**src/include/adcc_pkg.sv**
```systemverilog
// Shared constants and types of the converter control block
package adcc_pkg;
    // ----------------------------------------------------------------
    // Register byte offsets
    // ----------------------------------------------------------------
    localparam logic [4:0] ADCC_OFF_SCR = 5'h00; // Status/control
    localparam logic [4:0] ADCC_OFF_RHI = 5'h04; // Result high
    localparam logic [4:0] ADCC_OFF_RLO = 5'h08; // Result low
    localparam logic [4:0] ADCC_OFF_CLK = 5'h0C; // Converter clock register

    // ----------------------------------------------------------------
    // Status/control fields and reset values
    // ----------------------------------------------------------------
    localparam int ADCC_SCR_DONE = 7; // Conversion done flag
    localparam int ADCC_SCR_IEN = 6; // Interrupt enable
    localparam int ADCC_SCR_CONT = 5; // Continuous mode
    localparam int ADCC_SCR_CH_HI = 4; // Channel field top bit
    localparam logic [4:0] ADCC_CH_OFF = 5'h1F; // Power-down code
    localparam logic [7:0] ADCC_SCR_RST = 8'h1F;

    // ----------------------------------------------------------------
    // Clock register fields and reset value
    // ----------------------------------------------------------------
    localparam int ADCC_CLK_MODE_LO = 2; // Resolution mode, two bits
    localparam int ADCC_CLK_LSMP = 1; // Long sample select
    localparam int ADCC_CLK_ACLK = 0; // Async clock enable
    localparam logic [7:0] ADCC_CLK_RST = 8'h00;

    // ----------------------------------------------------------------
    // Types
    // ----------------------------------------------------------------
    typedef enum logic [0:0] {
        ADCC_IDLE = 1'b0,
        ADCC_CONV = 1'b1
    } adcc_state_t;

    // Request bundle towards the analog converter core
    typedef struct packed {
        logic start; // One-cycle start pulse
        logic abort; // One-cycle abort pulse
        logic powerDown; // Core in low-power state
        logic isolate; // Input isolated from the pad
        logic longSample; // Long sample time
        logic tenBit; // Ten-bit resolution
        logic [4:0] chan; // Selected input
    } adcc_core_req_t;
endpackage

```
**src/hdl/adcc_chan_decode.sv**
```systemverilog
// Channel code decoder of the converter control block
`timescale 1ns/1ps
`default_nettype none
module adcc_chan_decode
    import adcc_pkg::*;
(
    // Code in
    input wire logic [4:0] chan,
    // Decoded class
    output logic chanOff,
    output logic chanUnused
);
    // ----------------------------------------------------------------
    // Decode
    // ----------------------------------------------------------------
    // Inputs 0-7, 24, 25, bandgap and both references are real sources;
    // every other code except the off code 1F still converts but yields an undefined value.
    always_comb begin
        chanOff = (chan == ADCC_CH_OFF);
        case (chan)
            5'h18, 5'h19, 5'h1A, 5'h1D, 5'h1E, 5'h1F: chanUnused = 1'b0;
            default: chanUnused = (chan[4:3] != 2'h0);
        endcase
    end
endmodule
`default_nettype wire

```
**src/hdl/adcc_result.sv**
```systemverilog
// Result register pair with high/low read interlock
`timescale 1ns/1ps
`default_nettype none
module adcc_result
    import adcc_pkg::*;
(
    // Clock and reset
    input wire logic mclk,
    input wire logic rst,
    // Load side
    input wire logic load,
    input wire logic [9:0] data,
    input wire logic tenBit,
    // Software read events
    input wire logic readHigh,
    input wire logic readLow,
    // Register values
    output logic [7:0] resHigh,
    output logic [7:0] resLow
);
    logic locked; // High half read, low half not yet

    // ----------------------------------------------------------------
    // Interlock
    // ----------------------------------------------------------------
    // Only in ten-bit mode; results arriving while locked are dropped
    always_ff @(posedge mclk) begin
        if (rst) begin
            locked <= 1'b0;
        end else if (readLow) begin
            locked <= 1'b0;
        end else if (readHigh && tenBit) begin
            locked <= 1'b1;
        end
    end

    // ----------------------------------------------------------------
    // Result storage
    // ----------------------------------------------------------------
    always_ff @(posedge mclk) begin
        if (rst) begin
            resHigh <= 8'h00;
            resLow <= 8'h00;
        end else if (load && !(locked && tenBit)) begin
            resHigh <= tenBit ? {6'h00, data[9:8]} : 8'h00;
            resLow <= tenBit ? data[7:0] : data[9:2];
        end
    end
endmodule
`default_nettype wire

```
**src/hdl/adcc_ctrl.sv**
```systemverilog
// Converter control: registers, conversion sequencing, flag and request
`timescale 1ns/1ps
`default_nettype none
// Behaviour
// - Control write aborts and restarts unless powered off
// - Done flag read-only, set on each completion
// - Control write or low read clears done
// - Interrupt on completion only when enabled
// - Low result read or control write withdraws interrupt
// - Continuous mode converts back to back
// - Reset, stop without async clock, clock write, control write end continuous
// - After stop, only a control write restarts
// - Continuous write aborts and starts new run
// - Single mode: one conversion per write
// - Five-bit channel code selects input
// - All-ones code powers off and isolates input
// - All-ones write starts no extra conversion
// - Low power automatically after a single or final conversion
// - Unused codes convert, result undefined
// - Break clear-enable set: clears during break stick
// - Break clear-enable clear: break access keeps flags
// - Second clearing step after break clears flag
// - No hardware trigger; software starts only
// - Done flag sets regardless of interrupt enable
// - Ten-bit high read locks results until low read
// - Async clock on: conversions continue in stop
module adcc_ctrl
    import adcc_pkg::*;
(
    // Clock and reset
    input wire logic mclk,
    input wire logic rst,
    // Avalon-MM slave
    input wire logic [4:0] avs_address,
    input wire logic avs_read,
    input wire logic avs_write,
    input wire logic [31:0] avs_writedata,
    input wire logic [3:0] avs_byteenable,
    output logic [31:0] avs_readdata,
    output logic avs_waitrequest,
    // System state
    input wire logic stopMode,
    input wire logic debugBreak,
    input wire logic breakClearEnable,
    // Converter core
    input wire logic coreDone,
    input wire logic [9:0] coreData,
    output adcc_core_req_t coreReq,
    output logic convIrq
);
    // ----------------------------------------------------------------
    // Declarations
    // ----------------------------------------------------------------
    logic [7:0] scr; // Status/control, done bit unused here
    logic [7:0] clkReg; // Converter clock register
    logic doneFlag; // Conversion done
    logic contRun; // Continuous run active
    adcc_state_t state; // Sequencer state
    logic commit; // Bus access takes effect this edge
    logic wrScr, wrClk, rdHigh, rdLow; // Access events
    logic flagClrOk; // Flag clearing permitted
    logic finish; // Core finished a live conversion
    logic stopHalt; // Stop without async clock
    logic wrOff, curOff, curUnused; // Channel classes
    logic [7:0] resHigh, resLow; // Result values
    logic tenBit; // Ten-bit resolution selected

    // ----------------------------------------------------------------
    // Bus decode
    // ----------------------------------------------------------------
    // Effect lands only on the edge where waitrequest is seen low
    assign commit = !avs_waitrequest;
    assign wrScr = commit && avs_write && avs_byteenable[0] && avs_address == ADCC_OFF_SCR;
    assign wrClk = commit && avs_write && avs_byteenable[0] && avs_address == ADCC_OFF_CLK;
    assign rdHigh = commit && avs_read && avs_address == ADCC_OFF_RHI;
    assign rdLow = commit && avs_read && avs_address == ADCC_OFF_RLO;
    // Break protection of flags
    assign flagClrOk = !debugBreak || breakClearEnable;
    assign finish = (state == ADCC_CONV) && coreDone;
    // Async clock keeps the sequencer alive in stop
    assign stopHalt = stopMode && !clkReg[ADCC_CLK_ACLK];
    assign tenBit = clkReg[ADCC_CLK_MODE_LO];

    // Channel classes of the written and the held code
    adcc_chan_decode uWrDec (
        .chan(avs_writedata[ADCC_SCR_CH_HI:0]),
        .chanOff(wrOff),
        .chanUnused()
    );
    adcc_chan_decode uCurDec (
        .chan(scr[ADCC_SCR_CH_HI:0]),
        .chanOff(curOff),
        .chanUnused(curUnused)
    );

    // ----------------------------------------------------------------
    // Bus handshake
    // ----------------------------------------------------------------
    // One wait state: low for one cycle after a request is seen
    always_ff @(posedge mclk) begin
        if (rst) begin
            avs_waitrequest <= 1'b1;
        end else begin
            avs_waitrequest <= !((avs_read || avs_write) && avs_waitrequest);
        end
    end

    // Read data captured in the wait cycle, stable at the commit edge
    always_ff @(posedge mclk) begin
        if (rst) begin
            avs_readdata <= 32'h0000_0000;
        end else if (avs_read && avs_waitrequest) begin
            case (avs_address)
                ADCC_OFF_SCR: avs_readdata <= {24'h00_0000, doneFlag, scr[6:0]};
                ADCC_OFF_RHI: avs_readdata <= {24'h00_0000, resHigh};
                ADCC_OFF_RLO: avs_readdata <= {24'h00_0000, resLow};
                ADCC_OFF_CLK: avs_readdata <= {24'h00_0000, clkReg};
                default: avs_readdata <= 32'h0000_0000; // Unmapped reads zero
            endcase
        end
    end

    // ----------------------------------------------------------------
    // Registers
    // ----------------------------------------------------------------
    // Control fields; the done bit is hardware-owned
    always_ff @(posedge mclk) begin
        if (rst) begin
            scr <= ADCC_SCR_RST;
        end else if (wrScr) begin
            scr <= {1'b0, avs_writedata[6:0]};
        end
    end

    // Clock register holds mode, sample length and async enable
    always_ff @(posedge mclk) begin
        if (rst) begin
            clkReg <= ADCC_CLK_RST;
        end else if (wrClk) begin
            clkReg <= avs_writedata[7:0];
        end
    end

    // ----------------------------------------------------------------
    // Done flag
    // ----------------------------------------------------------------
    // Set wins over a clear in the same cycle so no completion is lost
    always_ff @(posedge mclk) begin
        if (rst) begin
            doneFlag <= 1'b0;
        end else if (finish) begin
            doneFlag <= 1'b1;
        end else if ((wrScr || rdLow) && flagClrOk) begin
            doneFlag <= 1'b0;
        end
    end

    // ----------------------------------------------------------------
    // Interrupt request
    // ----------------------------------------------------------------
    // Follows enable AND flag, so clearing the flag withdraws it
    always_ff @(posedge mclk) begin
        if (rst) begin
            convIrq <= 1'b0;
        end else begin
            convIrq <= scr[ADCC_SCR_IEN] && doneFlag;
        end
    end

    // ----------------------------------------------------------------
    // Sequencer
    // ----------------------------------------------------------------
    // Only register writes start work; there is no trigger pin, and the
    // hardware-trigger mode code behaves as a software mode here.
    always_ff @(posedge mclk) begin
        if (rst) begin
            state <= ADCC_IDLE;
            contRun <= 1'b0;
        end else if (wrScr) begin
            if (wrOff) begin
                state <= ADCC_IDLE;
                contRun <= 1'b0;
            end else begin
                state <= ADCC_CONV;
                contRun <= avs_writedata[ADCC_SCR_CONT];
            end
        end else if (stopHalt) begin
            state <= ADCC_IDLE;
            contRun <= 1'b0;
        end else begin
            if (wrClk) begin
                contRun <= 1'b0;
            end
            case (state)
                ADCC_IDLE: state <= ADCC_IDLE;
                ADCC_CONV: begin
                    if (coreDone && !(contRun && !wrClk)) begin
                        state <= ADCC_IDLE;
                    end
                end
                default: state <= ADCC_IDLE;
            endcase
        end
    end

    // ----------------------------------------------------------------
    // Core request
    // ----------------------------------------------------------------
    // Abort and start may pulse together: abort the old, then start
    always_ff @(posedge mclk) begin
        if (rst) begin
            coreReq <= '{start: 1'b0, abort: 1'b0, powerDown: 1'b1,
                isolate: 1'b1, longSample: 1'b0, tenBit: 1'b0, chan: ADCC_CH_OFF};
        end else begin
            coreReq.start <= (wrScr && !wrOff)
                || (finish && contRun && !wrClk && !stopHalt && !wrScr);
            coreReq.abort <= (state == ADCC_CONV) && !coreDone
                && (wrScr || stopHalt);
            coreReq.powerDown <= (state == ADCC_IDLE);
            coreReq.isolate <= curOff;
            coreReq.longSample <= clkReg[ADCC_CLK_LSMP];
            coreReq.tenBit <= tenBit;
            coreReq.chan <= scr[ADCC_SCR_CH_HI:0];
        end
    end

    // ----------------------------------------------------------------
    // Results
    // ----------------------------------------------------------------
    adcc_result uRes (
        .mclk(mclk),
        .rst(rst),
        .load(finish),
        .data(coreData),
        .tenBit(tenBit),
        .readHigh(rdHigh),
        .readLow(rdLow),
        .resHigh(resHigh),
        .resLow(resLow)
    );
endmodule
`default_nettype wire

```
**config.mk**
```make
export PLATFORM = sky130hd
export DESIGN_NAME = adcc_ctrl
export DESIGN_NICKNAME = d
export VERILOG_FILES = /design/src/include/adcc_pkg.sv /design/src/hdl/adcc_chan_decode.sv /design/src/hdl/adcc_result.sv /design/src/hdl/adcc_ctrl.sv
export SDC_FILE = /design/constraint.sdc
export NUM_CORES = 1
export LEC_CHECK = 0
export BUFFER_PORTS_ARGS = -buffer_cell sky130_fd_sc_hd__buf_4
export CAP_MARGIN = 20
export CORE_MARGIN = 2
export CORE_UTILIZATION = 46
export CTS_CLUSTER_SIZE = 30
export DETAILED_ROUTE_END_ITERATION = 16
export GPL_TIMING_DRIVEN = 0
export MAX_ROUTING_LAYER = met4
export PLACE_DENSITY = 0.79
export SLEW_MARGIN = 5
export SYNTH_ARGS = -nofsm -noshare
export SYNTH_HDL_FRONTEND = slang
export SYNTH_SLANG_ARGS = --single-unit
```
**constraint.sdc**
```tcl
create_clock -name mclk -period 2.52 [get_ports mclk]
set_clock_uncertainty 0.15 [all_clocks]
set_input_delay 0.252 -clock mclk [delete_from_list [all_inputs] [get_ports mclk]]
set_output_delay 0.252 -clock mclk [all_outputs]
set_load 0.05 [all_outputs]
```
==> impl_metrics.csv <==
group,metric,value,unit
status,outcome,"finished clean",
drt,drt_first_pass_iters,4,
critical_path,end_kind,"flip-flop",
clock_network,tritoncts,"yes",
critical_path,critPathKind,"reg2reg",
synthesis,netlist-cell-type-count,39,
global_routing,grt_max_degree,16,
pwr,irDropWorstVdd,0.3124,mV
global_routing,overflow,0,
critical_path,worst_setup_path_start_kind,"flip-flop",
place,dp_cells,372,
global_routing,grt-busiest-layer,"met2",
global_routing,grtUsageMet3,4.252,%
critical_path,slowest_delay,0.48,ns
synthesis,syn_inst,244,
clock_network,cts_max_level,2,
floorplan,die_y,73.58,µm
final_layout,drive_above_1_share,31.80,%
place,place_ws,0.1268,ns
sta,finalWorstSetupSlack,0.2802,ns
clock_network,post_cts_buffers,0,
final_layout,synthToLayoutAreaGrowth,31.24,%
final_layout,antenna_cells,0,
run,maxCapViolations,0,
drt,wl_per_cell,13.73,µm
sta,setup_viol_count_final,0,
sta,tightestPinTransition,0.7753,ns
drt,postRouteAntennaNets,0,
place,port_buffers,51,
synthesis,netlist_area,0.002227,mm²
clock_network,clk-insertion-delay-late,0.30,ns
final_layout,fin_nets,385,
synthesis,avgSynthCellArea,9.128,µm²
floorplan,rows,25,
sta,slew_headroom,47.88,%
sta,period_share,88.88,%
sta,fin_crit,2.240,ns
drt,drt_iter0_markers,155,
place,dp_hpwl,4040,µm
critical_path,critPathMaxFanout,9,
floorplan,die_area,0.005414,mm²
drt,wl,5233,µm
critical_path,r2r_start,"avs_waitrequest",
hold_path,holdCritPathClass,"in2reg",
clock_network,clockBufferDepth,2,
synthesis,ys_ff_latch,50,
global_routing,grt_use_met2,35.02,%
global_routing,grt_usage,21.58,%
sta,fin_tns_setup,0,ns
final_layout,nFillCells,418,
synthesis,synthArstFlopShare,0,%
floorplan,boundaryPins,104,
clock_network,cts_sinks,50,
clock_network,clk_pin_slew,0.09,ns
drt,vias_per_cell,5.129,
drt,drc,0,
critical_path,worstSetupStartpoint,"avs_waitrequest",
floorplan,coreArea,0.004692,mm²
global_routing,grt_use_met1,25.47,%
critical_path,reg2reg_slack,0.28,ns
critical_path,slowest_stage,"or4_4",
clock_network,cts_buffers,5,
sta,hold_viol,0,
sta,slew_violations,0,
floorplan,start_util,47.47,%
critical_path,crit_required,2.61,ns
final_layout,stdcell_count,381,
global_routing,antenna_found_initial,0,
synthesis,synth_warnings,0,
floorplan,die_x,73.58,µm
clock_network,cts_root_buf,"clkbuf_8",
global_routing,grt_pass1_vias,1844,
critical_path,arrival,2.33,ns
place,gp_congestion,0.9009,
critical_path,path_cells,"or4_1 -> buf_2 -> or4_4 -> buf_6 -> a311oi_4 -> o21bai_1",
synthesis,synthFlopType,"dfxtp_1",
drt,via_count,1954,
sta,fmax,446.5,MHz
pwr,power_leakage,1.245,nW
synthesis,ys_seq_area_share,44.94,%
sta,rsz0062_at_grt,"false",
synthesis,synth_edf_count,0,
pwr,p_per_area,581.4,mW/mm²
global_routing,grt_pass1_wl,8625,µm
hold_path,hold_path.startpoint,"avs_write",
==> report_power, final <==
group | total (mW) | internal (mW) | switching (mW)
Combinational | 0.225 | 0.0772 | 0.148
Sequential | 0.794 | 0.792 | 0.00221
Clock | 0.680 | 0.423 | 0.257
Total | 1.70 | 1.29 | 0.407
==> cells in the final DEF (no fill, tap or decap), types with 2 or more instances in the layout <==
cell	n
bufinv_16	2
nor4_2	2
nand2_1	29
buf_2	2
a22oi_1	8
a211oi_1	9
mux2i_1	8
clkbuf_8	6
buf_4	75
nor2_1	20
mux4_2	2
conb_1	24
o21bai_1	2
and3_1	2
a21oi_1	15
a22o_1	6
or2_2	5
mux2_2	6
nand2b_1	3
clkbuf_1	11
dfxtp_1	50
nor2b_1	2
o21ai_0	11
nand3_1	10
==> cells in the mapped netlist (2+ instances only) <==
cell,n,area (µm²)
a211oi_1,9,67.56
a21oi_1,15,75.07
a22o_1,6,52.55
a22oi_1,8,60.06
and3_1,2,12.51
buf_2,2,10.01
buf_4,24,180.2
clkbuf_1,11,41.29
dfxtp_1,50,1001
mux2_2,6,67.56
mux2i_1,8,80.08
mux4_2,2,45.04
nand2_1,29,108.9
nand2b_1,3,18.77
nand3_1,10,50.05
nor2_1,20,75.07
nor2b_1,2,12.51
o21ai_0,11,55.05
o21bai_1,2,15.01
or2_2,5,31.28
==> cells by family after synthesis <==
group | count (synthesis) | share of synthesized area, %
AND/OR/NAND/NOR | 77 | 16.18
AO/OA/AOI/OAI | 59 | 18.43
flip-flops | 50 | 44.94
buffers and inverters | 40 | 11.24
multiplexers | 16 | 8.651
XOR/XNOR | 1 | 0.3933
other | 1 | 0.1684
==> registers in the layout (all words and copies together) (netlist names) <==
| name | count |
|---|---|
| coreReq | 11 |
| avs_readdata | 8 |
| clkReg | 8 |
| uRes.resLow | 8 |
| scr | 7 |
| uRes.resHigh | 2 |
| avs_waitrequest | 1 |
| contRun | 1 |
| convIrq | 1 |
| doneFlag | 1 |
| state | 1 |
| uRes.locked | 1 |
==> through the flow <==
step	instance area [µm²]	util, %	total power [mW]	hold WS (ns)
finish	2923	62.29	1.699	0.02847
detailed placement	2764	58.91	1.034	0.2845
global placement	2764	58.91	1.033	0.2778
CTS	2917	62.16	1.702	0.02275
floorplan	2313	-	0.9686	0.1748
global route	2923	62.29	1.755	0.02696
==> cell type report <==
| type | instances | area [µm²] | area share, % |
|---|---|---|---|
| Multi-Input combinational cell | 177 | 1069 | 36.56 |
| Clock inverter | 2 | 60.06 | 2.055 |
| Buffer | 38 | 242.7 | 8.305 |
| Sequential cell | 50 | 1001 | 34.25 |
| Tap cell | 54 | 67.56 | 2.312 |
| Clock buffer | 6 | 82.58 | 2.825 |
| Timing Repair Buffer | 52 | 392.9 | 13.44 |
| Inverter | 2 | 7.507 | 0.2568 |
==> critical path: cells and delay by family (launching register included) <==
kind | cells | cell delay (ns)
compound gates | 2 | 0.45
buf+inv | 2 | 0.34
flops | 1 | 0.35
simple gates | 2 | 0.88
==> worst paths after layout <==
check                                  endpoint  cells after the start
worst min-delay path            avs_waitrequest                      2
worst max register to register      coreReq[10]                      6
worst min register to register  avs_waitrequest                      1
worst max-delay path                coreReq[10]                      6
==> routing by layer <==
layer | share of wire (%) | vias to the layer above | routed length [µm]
met4 | 2.9 | 0 | 154
met5 | 0 | - | 0
li1 | - | 972 | -
met1 | 43 | 885 | 2248
met3 | 7.0 | 12 | 368
met2 | 47 | 85 | 2461
==> repair_timing <==
| item | in CTS | in global routing |
|---|---|---|
| endpoints found under the hold margin | 1 | 0 |
| setup endpoints to repair | 0 | 0 |
| gates resized for setup | 0 | 0 |
| hold buffers | 1 | 0 |
Power figures use the tool's default switching activity.
